### src/common/nvsr_defs.svh
`ifndef NVSR_DEFS_SVH
`define NVSR_DEFS_SVH
// ----------------------------------------
// command codes
// ----------------------------------------
`define NVSR_CMD_WRITE_REGS   8'h01
`define NVSR_CMD_READ_ANY     8'h65
`define NVSR_CMD_WRITE_ANY    8'h71
`define NVSR_CMD_LATCH_SET    8'h06
`define NVSR_CMD_LATCH_CLR    8'h04
`define NVSR_CMD_READ_STATUS  8'h05
`define NVSR_CMD_CLEAR_STATUS 8'h30
`define NVSR_CMD_SOFT_RESET   8'hf0
`define NVSR_CMD_PROGRAM      8'h02
`define NVSR_CMD_SECTOR_ERASE 8'hd8
`define NVSR_CMD_BULK_ERASE   8'h60
// ----------------------------------------
// register addresses for any-register access
// ----------------------------------------
`define NVSR_ADDR_STATUS_ONE_NONVOLATILE 24'h000000
`define NVSR_ADDR_CONFIG_ONE_NONVOLATILE 24'h000002
`define NVSR_ADDR_STATUS_ONE_VOLATILE  24'h800000
`define NVSR_ADDR_CONFIG_ONE_VOLATILE  24'h800002
// ----------------------------------------
// field positions and reset values
// ----------------------------------------
`define NVSR_BIT_LOCK      7
`define NVSR_BIT_PERR      6
`define NVSR_BIT_EERR      5
`define NVSR_BIT_WEL       1
`define NVSR_BIT_BUSY      0
`define NVSR_BP_HI         4
`define NVSR_BP_LO         2
`define NVSR_BIT_BP_VOLSEL 3
`define NVSR_BP_ALL_ONES   3'h7
`define NVSR_STATUS_ONE_NONVOLATILE_RESET   8'h00
`define NVSR_CONFIG_ONE_NONVOLATILE_RESET   8'h00
// ----------------------------------------
// timing
// ----------------------------------------
`define NVSR_CLK_NS        4
`define NVSR_NV_UPDATE_NS  4000
`define NVSR_NV_CYCLES     ((`NVSR_NV_UPDATE_NS + `NVSR_CLK_NS - 1) / `NVSR_CLK_NS)
`endif

### src/common/nvsr_pkg.sv
// ----------------------------------------
// types shared by the status register block
// ----------------------------------------
package nvsr_pkg;
    typedef enum logic [1:0] {
        NVSR_IDLE,
        NVSR_NV_WAIT,
        NVSR_ARRAY_WAIT
    } nvsr_phase_e;

    typedef logic [7:0] nvsr_byte_t;

    typedef struct packed {
        logic        sclkPrev;
        logic        csPrevN;
        logic [2:0]  bitCnt;
        logic [2:0]  byteCnt;
        nvsr_byte_t  rxSh;
        nvsr_byte_t  cmd;
        logic [15:0] hist;
        logic [23:0] addr;
        nvsr_byte_t  txSh;
        logic        rdActive;
        nvsr_byte_t  status_one_nonvolatile;
        nvsr_byte_t  config_one_nonvolatile;
        nvsr_byte_t  config_one_volatile;
        logic [2:0]  bpVol;
        logic        progErr;
        logic        eraseErr;
        logic        write_enable_latch;
        logic        busySeed;
        nvsr_phase_e phase;
        logic [15:0] waitCnt;
        nvsr_byte_t  pendSr;
        nvsr_byte_t  pendCr;
        logic        miso;
        logic        misoOe;
        logic        progPulse;
        logic        erasePulse;
        logic        bulkPulse;
        logic [23:0] arrayAddr;
    } nvsr_state_s;
endpackage : nvsr_pkg

### src/verilog/nvsr_sync.sv
`timescale 1ns/1ps
// ----------------------------------------
// two-stage synchroniser, one per bit
// ----------------------------------------
module nvsr_sync #(
    parameter int WIDTH = 4
) (
    input  wire logic             mclk,
    input  wire logic             rst,
    input  wire logic [WIDTH-1:0] async,
    output logic      [WIDTH-1:0] synced
);
    import nvsr_pkg::*;

    typedef struct packed {
        logic [WIDTH-1:0] stage1;
        logic [WIDTH-1:0] stage2;
    } nvsr_sync_s;

    nvsr_sync_s state_reg;
    nvsr_sync_s state_next;

    // stage1 feeds only stage2
    always_comb begin
        state_next.stage1 = async;
        state_next.stage2 = state_reg.stage1;
    end

    // select and lock pin idle high (inactive), so every stage resets to ones
    always_ff @(posedge mclk or posedge rst) begin
        if (rst) begin
            state_reg <= '1;
        end else begin
            state_reg <= state_next;
        end
    end

    assign synced = state_reg.stage2;
endmodule : nvsr_sync

### src/verilog/nvsr_top.sv
`timescale 1ns/1ps
`include "nvsr_defs.svh"
// Function
// - lock bit set and lock pin low: ignore status/config one register writes
// - lock pin high: status/config one writes accepted whatever the lock bit
// - lock bit clear: lock pin has no effect on writes
// - lock pin never blocks writes to any other register
// - volatile lock copy always mirrors the non-volatile lock bit
// - program-error default seeds volatile flag, read-only, shipped as 0
// - erase-error default seeds volatile flag, read-only, shipped as 0
// - write-latch default seeds volatile latch, not host writable
// - busy default seeds volatile busy flag, not host writable
// - select bit 0: non-volatile protect bits rule; write copies into volatile ones
// - select bit 1: volatile protect bits rule; write leaves non-volatile ones
// - volatile protection: non-volatile protect bits forced to ones, then frozen
// - nonzero protect code refuses program/erase inside protected region
// - bulk erase runs only when all active protect bits are zero
// - every reset loads volatile registers from non-volatile ones
// - non-volatile write reprograms, then refreshes volatile copy
// - register writes, programs and erases need the write latch set
module nvsr_top #(
    parameter int NV_CYCLES = `NVSR_NV_CYCLES
) (
    input  wire logic        mclk,
    input  wire logic        rst,
    input  wire logic        sclk,
    input  wire logic        csN,
    input  wire logic        mosi,
    input  wire logic        wpN,
    output logic             miso,
    output logic             misoOe,
    output logic             busy,
    output logic             arrayProgPulse,
    output logic             arrayErasePulse,
    output logic             arrayBulkPulse,
    output logic [23:0]      arrayAddr
);
    import nvsr_pkg::*;
    nvsr_state_s      state_reg;
    nvsr_state_s      state_next;
    logic [3:0]       pinSync;
    // ----------------------------------------
    // pin synchronisers
    // ----------------------------------------
    nvsr_sync #(
        .WIDTH (4)
    ) u_sync (
        .mclk   (mclk),
        .rst    (rst),
        .async  ({sclk, csN, mosi, wpN}),
        .synced (pinSync)
    );
    logic sclkS, csS_N, mosiS, wpS_N;
    assign {sclkS, csS_N, mosiS, wpS_N} = pinSync;
    // ----------------------------------------
    // helpers
    // ----------------------------------------
    // top 1/8 .. 6/8 of the array; code 7 covers all of it
    function automatic logic inProtected(input logic [23:0] a, input logic [2:0] bp);
        inProtected = (bp == `NVSR_BP_ALL_ONES) |
                      ((bp != 3'h0) & ({1'b0, a[23:21]} >= (4'h8 - {1'b0, bp})));
    endfunction : inProtected
    // ----------------------------------------
    // next state
    // ----------------------------------------
    always_comb begin
        nvsr_byte_t  status_one_volatile, rxByte, newSr, newCr;
        logic [23:0] regAddr;
        logic [2:0]  activeBp;
        logic        wpLock, isIdle, sclkRise, sclkFall, csRise, targetsOne;
        state_next = state_reg;
        state_next.progPulse  = 1'b0;
        state_next.erasePulse = 1'b0;
        state_next.bulkPulse  = 1'b0;
        sclkRise = sclkS & ~state_reg.sclkPrev & ~csS_N;
        sclkFall = ~sclkS & state_reg.sclkPrev & ~csS_N;
        csRise   = csS_N & ~state_reg.csPrevN;
        isIdle   = (state_reg.phase == NVSR_IDLE);
        state_next.sclkPrev = sclkS;
        state_next.csPrevN  = csS_N;
        // pin only matters while the lock bit is 1
        wpLock = state_reg.status_one_nonvolatile[`NVSR_BIT_LOCK] & ~wpS_N;
        activeBp = state_reg.config_one_nonvolatile[`NVSR_BIT_BP_VOLSEL] ? state_reg.bpVol
                 : state_reg.status_one_nonvolatile[`NVSR_BP_HI:`NVSR_BP_LO];
        status_one_volatile = {state_reg.status_one_nonvolatile[`NVSR_BIT_LOCK],
                state_reg.progErr, state_reg.eraseErr, state_reg.bpVol, state_reg.write_enable_latch,
                state_reg.busySeed | ~isIdle};
        rxByte  = {state_reg.rxSh[6:0], mosiS};
        regAddr = {state_reg.hist, rxByte};
        newSr = state_reg.status_one_nonvolatile;
        newCr = state_reg.config_one_nonvolatile;
        targetsOne = 1'b0;
        // serial receive on sclk rise, reads are shifted out on the fall
        if (sclkRise) begin
            state_next.rxSh   = rxByte;
            state_next.bitCnt = state_reg.bitCnt + 3'h1;
            if (state_reg.bitCnt == 3'h7) begin
                state_next.hist = {state_reg.hist[7:0], rxByte};
                if (state_reg.byteCnt != 3'h7) begin
                    state_next.byteCnt = state_reg.byteCnt + 3'h1;
                end
                if (state_reg.byteCnt == 3'h0) begin
                    state_next.cmd = rxByte;
                end
                if (state_reg.byteCnt == 3'h3) begin
                    state_next.addr = regAddr;
                end
                // status poll stays legal while busy, so it never waits on the phase
                if ((state_reg.byteCnt == 3'h0) ? (rxByte == `NVSR_CMD_READ_STATUS)
                                                : (state_reg.cmd == `NVSR_CMD_READ_STATUS)) begin
                    state_next.txSh     = status_one_volatile;
                    state_next.rdActive = 1'b1;
                end else if (state_reg.cmd == `NVSR_CMD_READ_ANY && state_reg.byteCnt >= 3'h3) begin
                    case ((state_reg.byteCnt == 3'h3) ? regAddr : state_reg.addr)
                        `NVSR_ADDR_STATUS_ONE_NONVOLATILE: state_next.txSh = state_reg.status_one_nonvolatile;
                        `NVSR_ADDR_CONFIG_ONE_NONVOLATILE: state_next.txSh = state_reg.config_one_nonvolatile;
                        `NVSR_ADDR_STATUS_ONE_VOLATILE:  state_next.txSh = status_one_volatile;
                        `NVSR_ADDR_CONFIG_ONE_VOLATILE:  state_next.txSh = state_reg.config_one_volatile;
                        default:          state_next.txSh = 8'h00;
                    endcase
                    state_next.rdActive = 1'b1;
                end
            end
        end
        if (sclkFall && state_reg.rdActive) begin
            state_next.miso   = state_reg.txSh[7];
            state_next.misoOe = 1'b1;
            state_next.txSh   = {state_reg.txSh[6:0], 1'b0};
        end
        // commands take effect when select rises after whole bytes
        if (csRise) begin
            state_next.bitCnt   = 3'h0;
            state_next.byteCnt  = 3'h0;
            state_next.rdActive = 1'b0;
            state_next.misoOe   = 1'b0;
            if (isIdle && state_reg.bitCnt == 3'h0) begin
                case (state_reg.cmd)
                    `NVSR_CMD_LATCH_SET: if (state_reg.byteCnt == 3'h1) state_next.write_enable_latch = 1'b1;
                    `NVSR_CMD_LATCH_CLR: if (state_reg.byteCnt == 3'h1) state_next.write_enable_latch = 1'b0;
                    `NVSR_CMD_CLEAR_STATUS: begin
                        state_next.progErr  = 1'b0;
                        state_next.eraseErr = 1'b0;
                    end
                    `NVSR_CMD_SOFT_RESET: begin
                        // seed volatile flags from their defaults
                        state_next.progErr  = state_reg.status_one_nonvolatile[`NVSR_BIT_PERR];
                        state_next.eraseErr = state_reg.status_one_nonvolatile[`NVSR_BIT_EERR];
                        state_next.write_enable_latch      = state_reg.status_one_nonvolatile[`NVSR_BIT_WEL];
                        state_next.busySeed = state_reg.status_one_nonvolatile[`NVSR_BIT_BUSY];
                        state_next.bpVol    = state_reg.status_one_nonvolatile[`NVSR_BP_HI:`NVSR_BP_LO];
                        state_next.config_one_volatile     = state_reg.config_one_nonvolatile;
                    end
                    `NVSR_CMD_WRITE_REGS: begin
                        if (state_reg.write_enable_latch && !wpLock &&
                            (state_reg.byteCnt == 3'h2 || state_reg.byteCnt == 3'h3)) begin
                            newSr = (state_reg.byteCnt == 3'h2) ? state_reg.hist[7:0] : state_reg.hist[15:8];
                            if (state_reg.byteCnt == 3'h3) newCr = state_reg.hist[7:0];
                            targetsOne = 1'b1;
                        end
                    end
                    `NVSR_CMD_WRITE_ANY: begin
                        // lock pin only guards the four status/config one addresses
                        if (state_reg.write_enable_latch && state_reg.byteCnt == 3'h5) begin
                            case (state_reg.addr)
                                `NVSR_ADDR_STATUS_ONE_NONVOLATILE: begin
                                    newSr = state_reg.hist[7:0];
                                    targetsOne = !wpLock;
                                end
                                `NVSR_ADDR_CONFIG_ONE_NONVOLATILE: begin
                                    newCr = state_reg.hist[7:0];
                                    targetsOne = !wpLock;
                                end
                                `NVSR_ADDR_STATUS_ONE_VOLATILE: begin
                                    if (!wpLock && state_reg.config_one_nonvolatile[`NVSR_BIT_BP_VOLSEL]) begin
                                        state_next.bpVol = state_reg.hist[`NVSR_BP_HI:`NVSR_BP_LO];
                                        state_next.write_enable_latch   = 1'b0;
                                    end
                                end
                                `NVSR_ADDR_CONFIG_ONE_VOLATILE: begin
                                    if (!wpLock) begin
                                        state_next.config_one_volatile = state_reg.hist[7:0];
                                        state_next.write_enable_latch  = 1'b0;
                                    end
                                end
                                default: begin
                                    // unmapped targets: nothing to store, pin not consulted
                                end
                            endcase
                        end
                    end
                    `NVSR_CMD_PROGRAM, `NVSR_CMD_SECTOR_ERASE: begin
                        if (state_reg.write_enable_latch && state_reg.byteCnt >= 3'h4) begin
                            if (inProtected(state_reg.addr, activeBp)) begin
                                if (state_reg.cmd == `NVSR_CMD_PROGRAM) state_next.progErr = 1'b1;
                                else state_next.eraseErr = 1'b1;
                            end else begin
                                state_next.progPulse  = (state_reg.cmd == `NVSR_CMD_PROGRAM);
                                state_next.erasePulse = (state_reg.cmd == `NVSR_CMD_SECTOR_ERASE);
                                state_next.arrayAddr  = state_reg.addr;
                                state_next.phase      = NVSR_ARRAY_WAIT;
                                state_next.waitCnt    = 16'(NV_CYCLES - 1);
                            end
                        end
                    end
                    `NVSR_CMD_BULK_ERASE: begin
                        // refused silently; no erase error for bulk erase
                        if (state_reg.write_enable_latch && state_reg.byteCnt == 3'h1 && activeBp == 3'h0) begin
                            state_next.bulkPulse = 1'b1;
                            state_next.phase     = NVSR_ARRAY_WAIT;
                            state_next.waitCnt   = 16'(NV_CYCLES - 1);
                        end
                    end
                    default: ;
                endcase
            end
        end
        // form the new non-volatile image and launch the update
        if (targetsOne) begin
            newSr[`NVSR_BIT_PERR] = state_reg.status_one_nonvolatile[`NVSR_BIT_PERR];
            newSr[`NVSR_BIT_EERR] = state_reg.status_one_nonvolatile[`NVSR_BIT_EERR];
            newSr[`NVSR_BIT_WEL]  = state_reg.status_one_nonvolatile[`NVSR_BIT_WEL];
            newSr[`NVSR_BIT_BUSY] = state_reg.status_one_nonvolatile[`NVSR_BIT_BUSY];
            // select bit behaves one-time: once volatile, stays volatile
            newCr[`NVSR_BIT_BP_VOLSEL] = newCr[`NVSR_BIT_BP_VOLSEL] | state_reg.config_one_nonvolatile[`NVSR_BIT_BP_VOLSEL];
            if (state_reg.config_one_nonvolatile[`NVSR_BIT_BP_VOLSEL]) begin
                // only the volatile bits change, and only through the write-registers path
                if (state_reg.cmd == `NVSR_CMD_WRITE_REGS) begin
                    state_next.bpVol = newSr[`NVSR_BP_HI:`NVSR_BP_LO];
                end
                newSr[`NVSR_BP_HI:`NVSR_BP_LO] = `NVSR_BP_ALL_ONES;
            end else if (newCr[`NVSR_BIT_BP_VOLSEL]) begin
                newSr[`NVSR_BP_HI:`NVSR_BP_LO] = `NVSR_BP_ALL_ONES;
            end
            state_next.pendSr  = newSr;
            state_next.pendCr  = newCr;
            state_next.phase   = NVSR_NV_WAIT;
            state_next.waitCnt = 16'(NV_CYCLES - 1);
        end
        // internal operation timer; latch clears on completion
        if (!isIdle) begin
            if (state_reg.waitCnt != 16'h0) begin
                state_next.waitCnt = state_reg.waitCnt - 16'h1;
            end else begin
                if (state_reg.phase == NVSR_NV_WAIT) begin
                    state_next.status_one_nonvolatile = state_reg.pendSr;
                    state_next.config_one_nonvolatile = state_reg.pendCr;
                    state_next.config_one_volatile  = state_reg.pendCr;
                    if (!state_reg.pendCr[`NVSR_BIT_BP_VOLSEL]) begin
                        state_next.bpVol = state_reg.pendSr[`NVSR_BP_HI:`NVSR_BP_LO];
                    end
                end
                state_next.write_enable_latch      = 1'b0;
                state_next.busySeed = 1'b0;
                state_next.phase    = NVSR_IDLE;
            end
        end
        // busy kept in a flop of its own so the pin needs no gate behind the register
        state_next.busySeed = state_next.busySeed | (state_next.phase != NVSR_IDLE);
    end
    // ----------------------------------------
    // state register; power-on loads shipped defaults into both copies
    // ----------------------------------------
    always_ff @(posedge mclk or posedge rst) begin
        if (rst) begin
            state_reg          <= '0;
            state_reg.sclkPrev <= 1'b1;
            state_reg.csPrevN  <= 1'b1;
            state_reg.status_one_nonvolatile    <= `NVSR_STATUS_ONE_NONVOLATILE_RESET;
            state_reg.config_one_nonvolatile    <= `NVSR_CONFIG_ONE_NONVOLATILE_RESET;
            state_reg.config_one_volatile     <= `NVSR_CONFIG_ONE_NONVOLATILE_RESET;
            state_reg.bpVol    <= 3'(`NVSR_STATUS_ONE_NONVOLATILE_RESET >> `NVSR_BP_LO);
            state_reg.progErr  <= 1'(`NVSR_STATUS_ONE_NONVOLATILE_RESET >> `NVSR_BIT_PERR);
            state_reg.eraseErr <= 1'(`NVSR_STATUS_ONE_NONVOLATILE_RESET >> `NVSR_BIT_EERR);
            state_reg.write_enable_latch      <= 1'(`NVSR_STATUS_ONE_NONVOLATILE_RESET >> `NVSR_BIT_WEL);
            state_reg.busySeed <= 1'(`NVSR_STATUS_ONE_NONVOLATILE_RESET >> `NVSR_BIT_BUSY);
            state_reg.phase    <= NVSR_IDLE;
        end else begin
            state_reg <= state_next;
        end
    end
    // ----------------------------------------
    // outputs, all straight from the state register
    // ----------------------------------------
    assign miso            = state_reg.miso;
    assign misoOe          = state_reg.misoOe;
    assign busy            = state_reg.busySeed;
    assign arrayProgPulse  = state_reg.progPulse;
    assign arrayErasePulse = state_reg.erasePulse;
    assign arrayBulkPulse  = state_reg.bulkPulse;
    assign arrayAddr       = state_reg.arrayAddr;
endmodule : nvsr_top

### config.mk
export PLATFORM = sky130hd
export DESIGN_NAME = nvsr_top
export DESIGN_NICKNAME = d
export VERILOG_FILES = /design/src/common/nvsr_pkg.sv /design/src/verilog/nvsr_sync.sv /design/src/verilog/nvsr_top.sv
export VERILOG_INCLUDE_DIRS = /design/src /design/src/common
export SDC_FILE = /design/constraint.sdc
export NUM_CORES = 1
export LEC_CHECK = 0
export BUFFER_PORTS_ARGS = -buffer_cell sky130_fd_sc_hd__buf_2
export CAP_MARGIN = 30
export CORE_MARGIN = 5
export CORE_UTILIZATION = 55
export DETAILED_ROUTE_END_ITERATION = 8
export PLACE_DENSITY = 0.7
export SYNTH_ARGS = -nofsm -noshare
export SYNTH_HDL_FRONTEND = slang
export SYNTH_SLANG_ARGS = --single-unit
### constraint.sdc
create_clock -name mclk -period 8.9 [get_ports mclk]
set_input_delay 1.78 -clock mclk [delete_from_list [all_inputs] [get_ports mclk]]
set_output_delay 1.78 -clock mclk [all_outputs]
set_load 0.03 [all_outputs]
==> metrics <==
Critical Path Source=state_reg[81]; final wirelength=~23 mm; Root Driver=clkbuf_16; Async SR Flop Fraction=1.00; Nets=893; post-synthesis cell area=between 0.009 and 0.01 mm^2; Worst-path clk slew=0.07 ns; top cells by area, synth=dfrtp_1, mux2_2, nand2_1, mux2i_1, dfstp_2; Critical Path AT=approximately 3.6 ns; clock insertion delay at the later pin of the skew report=0.43 ns; Core Rows=46; f_max=around 300 MHz; Worst Setup End Kind=flop; final cycle utilization of the critical path=0.369; # setup viols final=0; CP required=9.22 ns; Via-to-Cell Ratio=just over 6; Worst Tran Pin Value=between 0.9 and 1 ns; Syn Area/Cell=~10 um^2; layout cells sized above 1=0.239; Final Worst Setup Slack=5.62 ns; WL/cell=~21 um; Overflow after GRT=0; Crit Path Max Fanout=29; fill count=roughly 1,400; maximum resistive drop on vdd=~0.00013 V; clock buffer depth=2; drt pass-1 iters=5; DP Wirelength=16.4 mm; WS Path Type=reg -> reg; Synth Net Count=896; CTS Buf Count=17; cells on worst reg2reg path=10; status=completed; reg-to-reg startpoint=state_reg[81]; # IOs=36; power per cell area=167 mW/mm^2; Final min period=3.28 ns; largest net degree at the start of global routing=about 110; Sink Count=between 150 and 200; Final Max Slew Viols=0; non-filler cells, final=about 1,100; cts-stage hold buffer count=0; crit path capture=state_reg[56]; dpl cell area=0.00923 mm^2; overall power=around 1.7 mW; Synth area leader=dfrtp_1; Distinct cells, synth=76; count leader, synth=dfrtp_1; max_cap viols=0; number of synthesized flops with an enable pin=0; IO buf count=35; Top FF cell, synth=dfrtp_1; vias in the first global route=6,839; r2r setup slk=about 5.6 ns; worst hold-check path type=reg -> reg; detailed-route via count=roughly 6,700; GRT Overall Usage=0.239; synth cell count leaders=dfrtp_1, nand2_1, mux2_2; post-CTS setup buffers=0; H-tree depth=4; post-CTS sizing=0; Critical Path Source Type=flop; dpl ws=5.38 ns; Final ANT Viol Nets=0; Die Width=about 140 um; RSZ-0062 raised after global routing=no; full die area=approximately 0.019 mm^2; first-pass GRT wire length=roughly 37 mm; critical register-to-register path endpoint=state_reg[56]; sequential-to-total area share from yosys stat=0.483; antenna violations before repair=0; Synth top area share=0.454; Placed Cells=between 1,000 and 1,500; min-delay src=u_sync.state_next[0]; # DRC=0; Die Height=138 um; Largest register FFs=136; Synth Register Bits=roughly 170; Pleak=~4.8 nW; Area Overhead vs Synth=9.45%; cells after synthesis=874; final instance area=0.00990 mm^2; final setup TNS=0 ns; core area=around 0.016 mm^2; Final Skew=approximately 0.009 ns; final hold viol count=0; Rel. slew slack=0.361; Ys Warns=0; Starting Density=0.565; initial drt markers=around 520; CTS tree=done; gp weighted congestion=~0.95
power breakdown:
group | switching [mW] | internal (mW)
sequential | 0.0292 | 0.809
combinational | 0.0325 | 0.0204
clock | 0.360 | 0.407
total | 0.421 | 1.24
metrics by stage:
stage	hold WS, ns	utilization
floorplan	0.345	-
global placement	0.346	0.576
detailed placement	0.347	0.577
CTS	0.359	0.616
global route	0.364	0.619
finish	0.358	0.619
kinds of logic (layout without fill, tap and decap cells):
kind of cell,count (synthesis),after routing,synth area share
xor+xnor,3,3,0.00291
fa+ha+maj,16,16,0.0221
simple gates,324,324,0.190
buf+inv,94,104,0.0530
mux,113,113,0.138
other cells,0,1,0
flops,174,174,0.483
compound gates,150,150,0.111
cells in the final DEF (no fill, tap or decap), types with 8 or more instances in the layout:
cell type / n
nor2_1: 53
mux2_2: 76
or4_1: 11
nor3_1: 18
nand4_1: 11
dfstp_2: 10
clkbuf_16: 17
or2_2: 8
mux2i_1: 32
dfrtp_1: 164
nor4_1: 16
buf_4: 10
nor2b_1: 15
nand3_1: 10
nand2b_1: 9
ha_1: 16
o21ai_0: 40
a31oi_1: 14
buf_2: 35
nand2_1: 118
and3_1: 10
inv_1: 23
a21oi_1: 32
per-layer routing:
layer,global-route usage,part of all wire
met1,0.316,0.44
met2,0.385,0.47
met3,0.0607,0.060
met4,0.0868,0.031
met5,0,0
worst max-delay path, stage by stage, from the launching register on:
cell       delay [ns]
dfrtp_1          0.56
mux2i_1          0.37
ha_1             0.30
inv_1            0.06
ha_1             0.22
a21o_1           0.16
a21o_1           0.21
a2111oi_4        0.29
buf_4            0.39
nor2_1           0.27
a31o_2           0.34
worst min path at each step:
stage,end,slack [ns],depth (start not counted)
global placement,u_sync.synced[0],0.35,0
CTS,u_sync.synced[0],0.36,0
finish,u_sync.synced[0],0.36,0
floorplan,u_sync.synced[0],0.35,0
global route,u_sync.synced[0],0.36,0
detailed placement,u_sync.synced[0],0.35,0
area by class of cell:
type                       count  area, um^2  area share
tap                          216         270      0.0273
clock inverter                15         199      0.0201
antenna                        1        2.50    0.000253
multi-input combinational    606        4240       0.428
timing repair buffer          48         304      0.0307
sequential                   174        4370       0.441
inverter                      24        95.1     0.00961
clock buffer                  17         425      0.0430
Note: power is estimated with default switching activity, not from simulation.
